### src/logic/wwd_map.vh
// Register map, field positions, reset values and timing counts of the watchdog unit
`ifndef WWD_MAP_VH
`define WWD_MAP_VH

// ----------------------------------------------------------------
// Register indices (byte address is four times the index)
// ----------------------------------------------------------------
`define WWD_IDX_CTRL 8'h00
`define WWD_IDX_CONFIG 8'h01
`define WWD_IDX_WARN_CTRL 8'h02
`define WWD_IDX_IRQ_CLR 8'h04
`define WWD_IDX_IRQ_SET 8'h05
`define WWD_IDX_IRQ_FLAG 8'h06
`define WWD_IDX_STATUS 8'h07
`define WWD_IDX_CLEAR 8'h08

// ----------------------------------------------------------------
// Field positions
// ----------------------------------------------------------------
`define WWD_CTRL_ENABLE_BIT 1
`define WWD_CTRL_WEN_BIT 2
`define WWD_CTRL_STICKY_BIT 7
`define WWD_WARN_BIT 0
`define WWD_STATUS_SYNC_BIT 7
`define WWD_PERIOD_LSB 0
`define WWD_WINDOW_LSB 4

// ----------------------------------------------------------------
// Reset values, key and lengths
// ----------------------------------------------------------------
`define WWD_RST_ZERO4 4'h0
`define WWD_RST_IE 1'b0
`define WWD_CLEAR_KEY 8'hA5
`define WWD_MIN_LEN 16'h0008
`define WWD_MAX_CODE 4'hB
`define WWD_MAX_LEN 16'h4000

// ----------------------------------------------------------------
// Timing counts (bus clock cycles)
// ----------------------------------------------------------------
`define WWD_SYNC_CYCLES 3'h3

`endif

### src/logic/wwd_counter.v
// Slow-clock edge detector and time-out counter of the watchdog unit
`timescale 1ns/1ps

module wwd_counter (
    // Clock and reset
    input wire CLK,
    input wire RST,
    // Slow count clock, sampled as a plain input
    input wire SLOW_CLK,
    // Control from the main block
    input wire RUN,
    input wire HALT,
    input wire RESTART,
    // Count state
    output wire TICK,
    output wire [15:0] COUNT
);

    reg slow_prev_reg; // Previous slow clock level
    reg [15:0] count_reg; // Slow cycles counted in this period

    // ----------------------------------------------------------------
    // Rising edge of the slow clock
    // ----------------------------------------------------------------
    // Halted in debug, no edge counts at all
    assign TICK = SLOW_CLK & ~slow_prev_reg & RUN & ~HALT;
    assign COUNT = count_reg;

    // Edge history; starts high so a high level at release is no edge
    always @(posedge CLK) begin
        if (RST) begin
            slow_prev_reg <= 1'b1;
        end else begin
            slow_prev_reg <= SLOW_CLK;
        end
    end

    // ----------------------------------------------------------------
    // Counter
    // ----------------------------------------------------------------
    // Restart wins over a tick in the same cycle
    always @(posedge CLK) begin
        if (RST || !RUN || RESTART) begin
            count_reg <= 16'h0000;
        end else if (TICK) begin
            count_reg <= count_reg + 16'h0001;
        end
    end

endmodule

### src/logic/wwd_top.v
// Windowed watchdog unit: AHB-Lite registers, sync, window control and early warning
`timescale 1ns/1ps
`include "wwd_map.vh"

// Overview of operation
// - Stopped when disabled; window bit picks mode
// - Protected writes discarded while enabled
// - Protected writes during disabling held, then done
// - Power-on loads settings from user row
// - Enable starts; disable only without sticky run
// - Normal mode: period expiry resets system
// - Key write restarts the period
// - Wrong clear value resets system immediately
// - Period field selects twelve lengths
// - Early warning off by default; set/clear
// - Normal mode early warning at offset
// - Window mode: clear only in open window
// - Closed from window field, open from period
// - Window mode warning when window opens
// - Sticky run keeps counting until power-on
// - Sticky run freezes config and warning control
// - Sticky run still allows window bit writes
// - Debug halt stops counting
// - Write guard covers all but flag register
// - Slow count clock separate, control and clear writes synchronized
// - Offset counts slow cycles from period start
// - Interrupt held while flag set and enabled
// - Sync busy flag; further synced writes stall
module wwd_top (
    // Clock and reset
    input wire CLK,
    input wire RST,
    // AHB-Lite slave
    input wire HSEL,
    input wire [31:0] HADDR,
    input wire [1:0] HTRANS,
    input wire HWRITE,
    input wire [2:0] HSIZE,
    input wire [31:0] HWDATA,
    input wire HREADY,
    output wire HREADYOUT,
    output wire HRESP,
    output wire [31:0] HRDATA,
    // Slow count clock and debug halt
    input wire SLOW_COUNT_CLOCK,
    input wire DEBUG_HALT,
    // Peripheral write guard
    input wire PERIPHERAL_WRITE_GUARD,
    // User row settings
    input wire NVM_ENABLE,
    input wire NVM_STICKY_RUN,
    input wire NVM_WEN,
    input wire [3:0] NVM_WINDOW,
    input wire [3:0] NVM_PERIOD,
    input wire [3:0] NVM_EW_OFFSET,
    // Results
    output wire SYS_RESET,
    output wire EARLY_WARN_IRQ
);

    // ----------------------------------------------------------------
    // Declarations
    // ----------------------------------------------------------------
    reg dp_valid_reg; // Data phase pending
    reg dp_write_reg; // Pending phase is a write
    reg [7:0] dp_idx_reg; // Register index of pending phase
    reg [31:0] hrdata_reg; // Read data, captured at address phase
    reg nvm_load_reg; // First cycle after reset loads user row
    reg enable_reg; // Software view of enable
    reg enable_eff_reg; // Enable as seen by the counter
    reg wen_reg; // Window mode enable
    reg sticky_run_bit_reg; // Sticky always-run bit
    reg [3:0] timeout_period_sel_reg; // Open or normal period code
    reg [3:0] window_sel_reg; // Closed window code
    reg [3:0] early_warn_offset_reg; // Early warning offset code
    reg warn_ie_reg; // Early warning interrupt enable
    reg warn_flag_reg; // Early warning flag
    reg [2:0] sync_cnt_reg; // Sync countdown, busy while non-zero
    reg clr_pend_reg; // Clear write waiting for sync
    reg [7:0] clr_data_reg; // Value written to clear
    reg hold_valid_reg; // Held protected write
    reg [7:0] hold_idx_reg; // Index of held write
    reg [7:0] hold_data_reg; // Data of held write
    reg phase_open_reg; // Window mode: open window running
    reg sys_reset_reg; // System reset pulse
    wire addr_take;
    wire sync_pending;
    wire sync_done;
    wire sync_need;
    wire disabling;
    wire hold_apply;
    wire stall;
    wire bus_wr;
    wire wr_go;
    wire wr_from_hold;
    wire [7:0] wr_idx;
    wire [7:0] wr_data;
    wire running;
    wire tick;
    wire [15:0] count;
    wire [15:0] count_inc;
    wire [15:0] cur_len;
    wire hit;
    wire warn_hit;
    wire timeout;
    wire open_start;
    wire clr_fire;
    wire valid_clr;
    wire bad_clr;
    wire early_clr;
    wire reset_now;
    wire restart;
    wire [7:0] ctrl_view;

    // ----------------------------------------------------------------
    // Length decoder
    // ----------------------------------------------------------------
    // Codes above eleven are reserved; they clamp to the longest length
    function [15:0] len_of;
        input [3:0] code;
        begin
            if (code > `WWD_MAX_CODE) begin
                len_of = `WWD_MAX_LEN;
            end else begin
                len_of = `WWD_MIN_LEN << code;
            end
        end
    endfunction

    // ----------------------------------------------------------------
    // Bus handshake
    // ----------------------------------------------------------------
    assign addr_take = HSEL & HTRANS[1] & HREADY;
    assign sync_pending = (sync_cnt_reg != 3'h0);
    assign sync_done = (sync_cnt_reg == 3'h1);
    assign sync_need = (dp_idx_reg == `WWD_IDX_CTRL) | (dp_idx_reg == `WWD_IDX_CLEAR);
    // Disabling: software wrote zero but the counter side still runs
    assign disabling = ~enable_reg & enable_eff_reg;
    assign hold_apply = hold_valid_reg & ~disabling;
    // A synced write during busy waits; the held write owns its cycle
    assign stall = dp_valid_reg & dp_write_reg
        & ((sync_need & sync_pending) | hold_apply);
    assign HREADYOUT = ~stall;
    assign HRESP = 1'b0;
    assign HRDATA = hrdata_reg;
    // Guard blocks every write except the flag register
    assign bus_wr = dp_valid_reg & dp_write_reg & ~stall
        & (~PERIPHERAL_WRITE_GUARD | (dp_idx_reg == `WWD_IDX_IRQ_FLAG));
    assign wr_from_hold = hold_apply;
    assign wr_go = bus_wr | hold_apply;
    assign wr_idx = wr_from_hold ? hold_idx_reg : dp_idx_reg;
    assign wr_data = wr_from_hold ? hold_data_reg : HWDATA[7:0];
    assign ctrl_view = {sticky_run_bit_reg, 4'h0, wen_reg, enable_reg, 1'b0};

    // Address phase capture and read data
    always @(posedge CLK) begin
        if (RST) begin
            dp_valid_reg <= 1'b0;
            dp_write_reg <= 1'b0;
            dp_idx_reg <= 8'h00;
            hrdata_reg <= 32'h00000000;
        end else if (HREADYOUT) begin
            dp_valid_reg <= addr_take;
            dp_write_reg <= HWRITE;
            // Anything above the map decodes to an unmapped index
            dp_idx_reg <= (HADDR[31:10] != 22'h000000) ? 8'hFF : HADDR[9:2];
            hrdata_reg <= 32'h00000000;
            if (addr_take && !HWRITE && HADDR[31:10] == 22'h000000) begin
                case (HADDR[9:2])
                    `WWD_IDX_CTRL: hrdata_reg <= {24'h000000, ctrl_view};
                    `WWD_IDX_CONFIG: hrdata_reg <= {24'h000000, window_sel_reg,
                        timeout_period_sel_reg};
                    `WWD_IDX_WARN_CTRL: hrdata_reg <= {28'h0000000, early_warn_offset_reg};
                    `WWD_IDX_IRQ_CLR: hrdata_reg <= {31'h00000000, warn_ie_reg};
                    `WWD_IDX_IRQ_SET: hrdata_reg <= {31'h00000000, warn_ie_reg};
                    `WWD_IDX_IRQ_FLAG: hrdata_reg <= {31'h00000000, warn_flag_reg};
                    `WWD_IDX_STATUS: hrdata_reg <= {24'h000000, sync_pending, 7'h00};
                    default: hrdata_reg <= 32'h00000000;
                endcase
            end
        end
    end

    // ----------------------------------------------------------------
    // Control and configuration registers
    // ----------------------------------------------------------------
    // Reset takes constants; the user row is loaded on the first clock after
    always @(posedge CLK) begin
        if (RST) begin
            nvm_load_reg <= 1'b1;
            enable_reg <= 1'b0;
            wen_reg <= 1'b0;
            sticky_run_bit_reg <= 1'b0;
            timeout_period_sel_reg <= `WWD_RST_ZERO4;
            window_sel_reg <= `WWD_RST_ZERO4;
            early_warn_offset_reg <= `WWD_RST_ZERO4;
            warn_ie_reg <= `WWD_RST_IE;
            hold_valid_reg <= 1'b0;
            hold_idx_reg <= 8'h00;
            hold_data_reg <= 8'h00;
        end else if (nvm_load_reg) begin
            nvm_load_reg <= 1'b0;
            enable_reg <= NVM_ENABLE;
            wen_reg <= NVM_WEN;
            sticky_run_bit_reg <= NVM_STICKY_RUN;
            timeout_period_sel_reg <= NVM_PERIOD;
            window_sel_reg <= NVM_WINDOW;
            early_warn_offset_reg <= NVM_EW_OFFSET;
        end else begin
            if (hold_apply) begin
                hold_valid_reg <= 1'b0;
            end
            if (wr_go) begin
                case (wr_idx)
                    `WWD_IDX_CTRL: begin
                        if (sticky_run_bit_reg) begin
                            // Only the window bit moves while sticky run is set
                            wen_reg <= wr_data[`WWD_CTRL_WEN_BIT];
                        end else begin
                            if (!wr_from_hold) begin
                                enable_reg <= wr_data[`WWD_CTRL_ENABLE_BIT];
                            end
                            if (!enable_reg && disabling && !wr_from_hold) begin
                                hold_valid_reg <= 1'b1;
                                hold_idx_reg <= wr_idx;
                                hold_data_reg <= wr_data;
                            end else if (!enable_reg) begin
                                // Protected bits, discarded while enabled
                                wen_reg <= wr_data[`WWD_CTRL_WEN_BIT];
                                if (wr_data[`WWD_CTRL_STICKY_BIT]) begin
                                    sticky_run_bit_reg <= 1'b1;
                                end
                            end
                        end
                    end
                    `WWD_IDX_CONFIG, `WWD_IDX_WARN_CTRL: begin
                        if (!sticky_run_bit_reg && !enable_reg) begin
                            if (disabling && !wr_from_hold) begin
                                hold_valid_reg <= 1'b1;
                                hold_idx_reg <= wr_idx;
                                hold_data_reg <= wr_data;
                            end else if (wr_idx == `WWD_IDX_CONFIG) begin
                                timeout_period_sel_reg <= wr_data[`WWD_PERIOD_LSB +: 4];
                                window_sel_reg <= wr_data[`WWD_WINDOW_LSB +: 4];
                            end else begin
                                early_warn_offset_reg <= wr_data[3:0];
                            end
                        end
                    end
                    `WWD_IDX_IRQ_CLR: begin
                        if (wr_data[`WWD_WARN_BIT]) begin
                            warn_ie_reg <= 1'b0;
                        end
                    end
                    `WWD_IDX_IRQ_SET: begin
                        if (wr_data[`WWD_WARN_BIT]) begin
                            warn_ie_reg <= 1'b1;
                        end
                    end
                    default: begin
                        // Flag, clear and read-only indices handled elsewhere
                    end
                endcase
            end
        end
    end

    // ----------------------------------------------------------------
    // Synchronization of control and clear writes
    // ----------------------------------------------------------------
    // Fixed countdown stands in for the crossing; busy shows at once
    always @(posedge CLK) begin
        if (RST) begin
            sync_cnt_reg <= 3'h0;
            enable_eff_reg <= 1'b0;
            clr_pend_reg <= 1'b0;
            clr_data_reg <= 8'h00;
        end else if (nvm_load_reg) begin
            enable_eff_reg <= NVM_ENABLE;
        end else begin
            if (bus_wr && sync_need) begin
                sync_cnt_reg <= `WWD_SYNC_CYCLES;
            end else if (sync_pending) begin
                sync_cnt_reg <= sync_cnt_reg - 3'h1;
            end
            if (sync_done) begin
                // Sticky run ignores a stop request
                enable_eff_reg <= enable_reg | sticky_run_bit_reg;
                clr_pend_reg <= 1'b0;
            end
            if (bus_wr && dp_idx_reg == `WWD_IDX_CLEAR) begin
                clr_pend_reg <= 1'b1;
                clr_data_reg <= HWDATA[7:0];
            end
        end
    end

    // ----------------------------------------------------------------
    // Counter and window sequence
    // ----------------------------------------------------------------
    assign running = enable_eff_reg | sticky_run_bit_reg;
    assign count_inc = count + 16'h0001;
    // Closed part takes the window field, open part the period field
    assign cur_len = (wen_reg && !phase_open_reg) ? len_of(window_sel_reg)
        : len_of(timeout_period_sel_reg);
    assign hit = tick & (count_inc == cur_len);
    assign warn_hit = tick & ~wen_reg & (count_inc == len_of(early_warn_offset_reg));
    assign timeout = hit & (~wen_reg | phase_open_reg);
    assign open_start = hit & wen_reg & ~phase_open_reg;
    assign clr_fire = sync_done & clr_pend_reg;
    assign valid_clr = clr_fire & (clr_data_reg == `WWD_CLEAR_KEY);
    assign bad_clr = clr_fire & (clr_data_reg != `WWD_CLEAR_KEY);
    assign early_clr = valid_clr & wen_reg & ~phase_open_reg;
    assign reset_now = running & (timeout | bad_clr | early_clr);
    assign restart = open_start | valid_clr | reset_now;

    wwd_counter u_counter (
        .CLK(CLK),
        .RST(RST),
        .SLOW_CLK(SLOW_COUNT_CLOCK),
        .RUN(running),
        .HALT(DEBUG_HALT),
        .RESTART(restart),
        .TICK(tick),
        .COUNT(count)
    );

    // Window phase and reset pulse
    always @(posedge CLK) begin
        if (RST) begin
            phase_open_reg <= 1'b0;
            sys_reset_reg <= 1'b0;
        end else begin
            sys_reset_reg <= reset_now;
            if (!running || !wen_reg || valid_clr || reset_now) begin
                phase_open_reg <= 1'b0;
            end else if (open_start) begin
                phase_open_reg <= 1'b1;
            end
        end
    end

    // ----------------------------------------------------------------
    // Early warning flag and interrupt
    // ----------------------------------------------------------------
    // A new warning beats a clear in the same cycle
    always @(posedge CLK) begin
        if (RST) begin
            warn_flag_reg <= 1'b0;
        end else if (running && (warn_hit || open_start)) begin
            warn_flag_reg <= 1'b1;
        end else if (wr_go && wr_idx == `WWD_IDX_IRQ_FLAG && wr_data[`WWD_WARN_BIT]) begin
            warn_flag_reg <= 1'b0;
        end
    end

    assign EARLY_WARN_IRQ = warn_flag_reg & warn_ie_reg;
    assign SYS_RESET = sys_reset_reg;

endmodule
### config.mk
export PLATFORM = sky130hd
export DESIGN_NAME = wwd_top
export DESIGN_NICKNAME = d
export VERILOG_FILES = /design/src/logic/wwd_counter.v /design/src/logic/wwd_top.v
export VERILOG_INCLUDE_DIRS = /design/src /design/src/logic
export SDC_FILE = /design/constraint.sdc
export NUM_CORES = 1
export LEC_CHECK = 0
export BUFFER_PORTS_ARGS = -buffer_cell sky130_fd_sc_hd__buf_2
export CAP_MARGIN = 25
export CORE_MARGIN = 2
export CORE_UTILIZATION = 55
export DETAILED_ROUTE_END_ITERATION = 10
export PLACE_DENSITY = 0.82
export SYNTH_ARGS = -nofsm -noshare
export SYNTH_HDL_FRONTEND = slang
export SYNTH_SLANG_ARGS = --single-unit
### constraint.sdc
create_clock -name CLK -period 3 [get_ports CLK]
set_clock_uncertainty 0.1 [all_clocks]
set_input_delay 0.3 -clock CLK [delete_from_list [all_inputs] [get_ports CLK]]
set_output_delay 0.3 -clock CLK [all_outputs]
set_load 0.01 [all_outputs]
==> run_results.csv, run 1 <==
group,metric,value,unit
min_path,worstHoldPathType,"in -> reg",
min_path,hp-start,"SLOW_COUNT_CLOCK",
yosys,synthCells,674,
detailed_routing,firstDrtPassIters,5,
detailed_routing,post_drt_wl_per_cell,15.9,microns
timing,period_share,96.5,%
yosys,synthArstFlopShare,0,%
floorplan,placementRows,35,
global_routing,overflow,0,
floorplan,die_h,103,microns
timing,tightest_slew,0.702,ns
timing,setup_viol,0,
layout,layout-drive-gt1-share,18.9,%
worst_setup_path,cpPeakStageDelay,0.58,ns
timing,tns,0,ns
layout,stdcell_count,864,
worst_setup_path,worstPathCellList,"or4_4 -> or4b_4 -> a21boi_1 -> buf_4 -> inv_2 -> buf_2",
yosys,synthesis.area,5350,sq um
yosys,synth_cell_types,84,
yosys,yosys_warnings,0,
clock_network,post-cts-setup-buffer-count,0,
clock_network,numCtsBuffers,9,
timing,fmax,345,MHz
global_routing,grt_util_all_layers,26.6,%
timing,hold_viol_final,0,
job,cap_viol_max_count,0,
yosys,synth-seq-cells,85,
layout,largest_reg_flops,16,
timing,fin_crit,2.90,ns
layout,syn_to_final_growth,11.1,%
detailed_routing,routed_wl,13800,microns
layout,nNetsFinal,828,
floorplan,start_util,57.3,%
timing,max-slew-margin-rel,53.2,%
floorplan,die-area,10500,sq um
clock_network,clockRootBuffer,"clkbuf_8",
global_routing,grt_pass1_wl,22500,microns
worst_setup_path,crit_required,2.60,ns
clock_network,postCtsHoldBufs,0,
detailed_routing,ant_nets,0,
clock_network,cts-htree-levels,3,
clock_network,cts.sinks,85,
yosys,seq_area_frac_synth,31.8,%
floorplan,die_x,103,microns
yosys,ys_top_cells_by_area,"dfxtp_1, nor2_1, nor3_1",
yosys,synth-edff-count,0,
yosys,ys.flop_type,"dfxtp_1",
clock_network,clkTransAtPathRegs,0.08,ns
clock_network,clockBufferDepth,2,
worst_setup_path,crit_type,"reg -> out",
detailed_routing,vias,5208,
detailed_routing,drc_errors,0,
worst_setup_path,cp_num_buf_inv,3,
detailed_routing,drt_iter0_markers,305,
clock_network,cts_tree,"built",
pwr,max-vdd-ir-drop,0.000373,V
placed_design,hpwl,10400,microns
worst_setup_path,path_delay_family,"simple AND/OR/NAND/NOR gates",
worst_setup_path,cp-end-kind,"output pin",
floorplan,pin_count,128,
global_routing,grt_max_degree,70,
worst_setup_path,rr_startpoint,"u_counter.COUNT[7]$_SDFFE_PP0P_",
layout,n_antenna_cell,0,
worst_setup_path,setup.worst_path.start,"dp_idx_reg[7]$_SDFFE_PP0N_",
timing,rsz0062_at_grt,"false",
pwr,powerDensity,414,nW/um^2
floorplan,core_area,9330,sq um
detailed_routing,via_per_inst,6.03,
timing,drv_slew,0,
clock_network,insertion_delay,0.36,ns
worst_setup_path,critPathMaxFanout,9,
worst_setup_path,arrival,2.50,ns
run_status,status,"finished clean",
yosys,yosysMostFrequentCell,"dfxtp_1",
global_routing,antenna_found_initial,0,
worst_setup_path,cp-start-kind,"register",
yosys,synth_top_area_share,31.8,%
yosys,synth_top_area_cell,"dfxtp_1",
yosys,synth.avg_cell_area,7.94,sq um
placed_design,port_buffers,72,
yosys,synthTopCellsByCount,"dfxtp_1, nor2_1, nand2_1",
placed_design,routabilityCongestion,0.894,
global_routing,grt_pass1_vias,4873,
pwr,power_leakage,2.27,nW
placed_design,place_inst,849,
worst_setup_path,critPathSlowestCell,"or4_4",
## final cells by class
class	instances	area, sq um
Inverter	13	48.8
Tap cell	129	161
Fill cell	823	3380
Clock buffer	11	151
Timing Repair Buffer	93	518
Multi-Input combinational cell	529	3310
Sequential cell	85	1700
Clock inverter	4	55.1
## cell usage in the layout, fill, tap and decap left out, types with 4 or more instances in the layout
master / count
ha_1: 5
mux2i_1: 21
a311oi_1: 5
nand3b_1: 9
a22oi_1: 7
a21oi_1: 28
buf_4: 21
or2_2: 7
nor4b_1: 8
clkbuf_8: 11
nor2_1: 72
and3_1: 4
conb_1: 25
a32oi_1: 4
nand4_1: 6
o21ai_0: 13
and2_1: 12
xor2_1: 13
nand4b_1: 4
nand2_1: 64
dfxtp_1: 85
buf_2: 72
nor4_1: 20
nand3_1: 26
or3_1: 6
xnor2_1: 16
nor3_1: 50
o211ai_1: 5
nand2b_1: 6
inv_1: 12
nor4bb_1: 5
nor2b_1: 13
a211oi_1: 6
## routing by layer
metal	global-route usage (%)	wire length [microns]
met1	32.2	5710
met2	46.9	6910
met3	4.95	848
met4	9.95	289
met5	0	0
## through the flow
step	cell area, sq um	power, mW	util (%)	hold WS (ns)	setup WS (ns)
after detailed placement	5730	1.63	61.4	0.346	0.241
after floorplan	5440	1.51	-	0.228	0.383
after global placement	5730	1.61	61.4	0.340	0.277
after global routing	5940	2.57	63.7	0.0422	0.00107
after CTS	5940	2.47	63.7	0.0366	0.118
final	5940	2.46	63.7	0.0451	0.104
## power by group
group          switching, mW  internal [mW]  total [mW]
Clock                  0.420          0.430       0.850
Combinational          0.225          0.162       0.387
Sequential            0.0573           1.17        1.22
Total                  0.703           1.76        2.46
## kinds of logic after synthesis
group	count (synthesis)	share of synthesized area, %
xor gates and xnor gates	30	5.17
other	1	0.0701
muxes	24	4.56
buffers and inverters	84	8.14
adders and majority gates	5	1.17
and+or+nand+nor	333	33.4
DFF	85	31.8
AOI/OAI and AO/OA	112	15.6
## what timing repair did
item                                    in CTS  in global routing
gates resized for setup                      0                  1
endpoints found under the hold margin        0                  0
endpoints found under the setup margin       0                  4
## final timing paths
path,end,slack (ns),cells past startpoint
max,HREADYOUT,0.10,6
min,u_counter.slow_prev_reg$_SDFF_PP1_,0.05,2
max reg2reg,warn_flag_reg$_SDFFE_PP0P_,0.23,7
min reg2reg,clr_data_reg[2]$_SDFFE_PP0P_,0.36,2
No activity file was read; power rests on OpenSTA's default activity.
==> inputs of run 2 (changes only) <==
Settings changed: RECOVER_POWER set to 25.
==> run 2 against run 1 <==
Effect of this change: critical path depth stayed put; cell area is 0.38% lower; critical path type unchanged; via count is 0.27% lower.
==> run_results.csv, run 2 (synthesized netlist as in run 1, its figures left out) <==
group,metric,value,unit
global_routing,grt_util_all_layers,26.6,%
timing,setup_viol,0,
timing,fmax,347,MHz
timing,period_share,96.2,%
floorplan,core_area,9330,sq um
worst_setup_path,r2r_cells,7,
floorplan,start_util,57.3,%
worst_setup_path,arrival,2.49,ns
min_path,hold_path_depth,2,
worst_setup_path,crit_type,"reg -> out",
timing,whs,0.0445,ns
clock_network,post-cts-setup-buffer-count,0,
timing,max-slew-margin-rel,9.06,%
timing,hold_viol_final,0,
layout,n_antenna_cell,0,
pwr,report.power.total,2.45,mW
placed_design,hpwl,10400,microns
clock_network,clkTransAtPathRegs,0.08,ns
timing,tightest_slew,1.36,ns
global_routing,grt_max_degree,70,
detailed_routing,drc_errors,0,
clock_network,cts-htree-levels,3,
detailed_routing,vias,5194,
floorplan,die_h,103,microns
worst_setup_path,crit_required,2.60,ns
floorplan,die_x,103,microns
detailed_routing,ant_nets,0,
floorplan,die-area,10500,sq um
run_status,status,"finished clean",
global_routing,grt_pass1_vias,4873,
global_routing,grt_pass1_wl,22500,microns
clock_network,insertion_delay,0.36,ns
detailed_routing,firstDrtPassIters,5,
floorplan,pin_count,128,
global_routing,antenna_found_initial,0,
clock_network,cts.sinks,85,
worst_setup_path,cpPeakStageDelay,0.59,ns
timing,tns,0,ns
timing,drv_slew,0,
clock_network,clockRootBuffer,"clkbuf_8",
detailed_routing,routed_wl,13800,microns
layout,nNetsFinal,828,
pwr,power_leakage,2.22,nW
layout,layout_commonest_cell,"dfxtp_1",
job,cap_viol_max_count,0,
worst_setup_path,cp-start-kind,"register",
clock_network,numCtsBuffers,9,
detailed_routing,drt_iter0_markers,237,
worst_setup_path,worstPathCellList,"or4_4 -> or4b_4 -> a21boi_1 -> buf_4 -> inv_2 -> buf_2",
worst_setup_path,critPathMaxFanout,9,
layout,layout-drive-gt1-share,17.3,%
worst_setup_path,regToRegSetupSlack,0.21,ns
layout,syn_to_final_growth,10.7,%
layout,largest_reg_flops,16,
detailed_routing,via_per_inst,6.01,
floorplan,placementRows,35,
clock_network,clockBufferDepth,2,
placed_design,routabilityCongestion,0.894,
worst_setup_path,critPathSlowestCell,"or4_4",
layout,final_cell_mix,"dfxtp_1, nor2_1, nand2_1",
min_path,worstHoldPathType,"in -> reg",
placed_design,pre_cts_slack,0.241,ns
clock_network,cts_tree,"built",
global_routing,overflow,0,
worst_setup_path,cp-end-kind,"output pin",
placed_design,port_buffers,72,
timing,fin_crit,2.89,ns
pwr,powerDensity,414,nW/um^2
timing,worst_slack,0.115,ns
pwr,max-vdd-ir-drop,0.000379,V
detailed_routing,post_drt_wl_per_cell,16.0,microns
timing,rsz0062_at_grt,"false",
[run 2: cell count changes in the layout (fill, tap and decap cells not counted), sizes merged]
cell	before	now
clkbuf	11	23
buf	93	81
[run 2: final timing paths]
kind / startpoint / to
max: dp_idx_reg[7]$_SDFFE_PP0N_ / HREADYOUT
min: SLOW_COUNT_CLOCK / u_counter.slow_prev_reg$_SDFF_PP1_
max reg2reg: u_counter.COUNT[7]$_SDFFE_PP0P_ / warn_flag_reg$_SDFFE_PP0P_
min reg2reg: clr_data_reg[2]$_SDFFE_PP0P_ / clr_data_reg[2]$_SDFFE_PP0P_
[run 2: where the power goes]
part | total (mW) | internal [mW] | switching (mW)
clock | 0.847 | 0.430 | 0.416
combinational | 0.380 | 0.152 | 0.228
sequential | 1.22 | 1.17 | 0.0570
[run 2: what timing repair did]
action,CTS,global route
gates resized for setup,0,1
endpoints found under the setup margin,0,4
hold buffers,0,0
[run 2: area by class of cell]
cell class / count / area [sq um]
fillers: 832 / 3410
multi-input cells: 529 / 3310
flip-flops and latches: 85 / 1700
repair buffers: 93 / 495
well taps: 129 / 161
clock buffers: 11 / 151
clock inverters: 4 / 55.1
inverters: 13 / 48.8
[run 2: routing by layer]
metal / global-route usage (%) / up-vias / part of all wire (%)
met3: 4.95 / 27 / 6.5
met1: 32.2 / 2475 / 41
met5: 0 / - / 0
li1: - / 2500 / -
met2: 46.9 / 192 / 51
met4: 9.95 / 0 / 1.9
[run 2: worst max-delay path, delay by kind of cell (launching register included)]
kind            cells  cell delay [ns]
simple gates        2             1.15
buf+inv             3             0.41
flops               1             0.32
compound gates      1             0.26
[run 2: per-stage QoR]
step / utilization [%] / instances / cell area [sq um]
2_1_floorplan: - / 698 / 5440
3_3_place_gp: 61.4 / 849 / 5730
3_5_place_dp: 61.4 / 849 / 5730
4_1_cts: 63.7 / 864 / 5940
5_1_grt: 63.5 / 864 / 5920
6_report: 63.5 / 864 / 5920
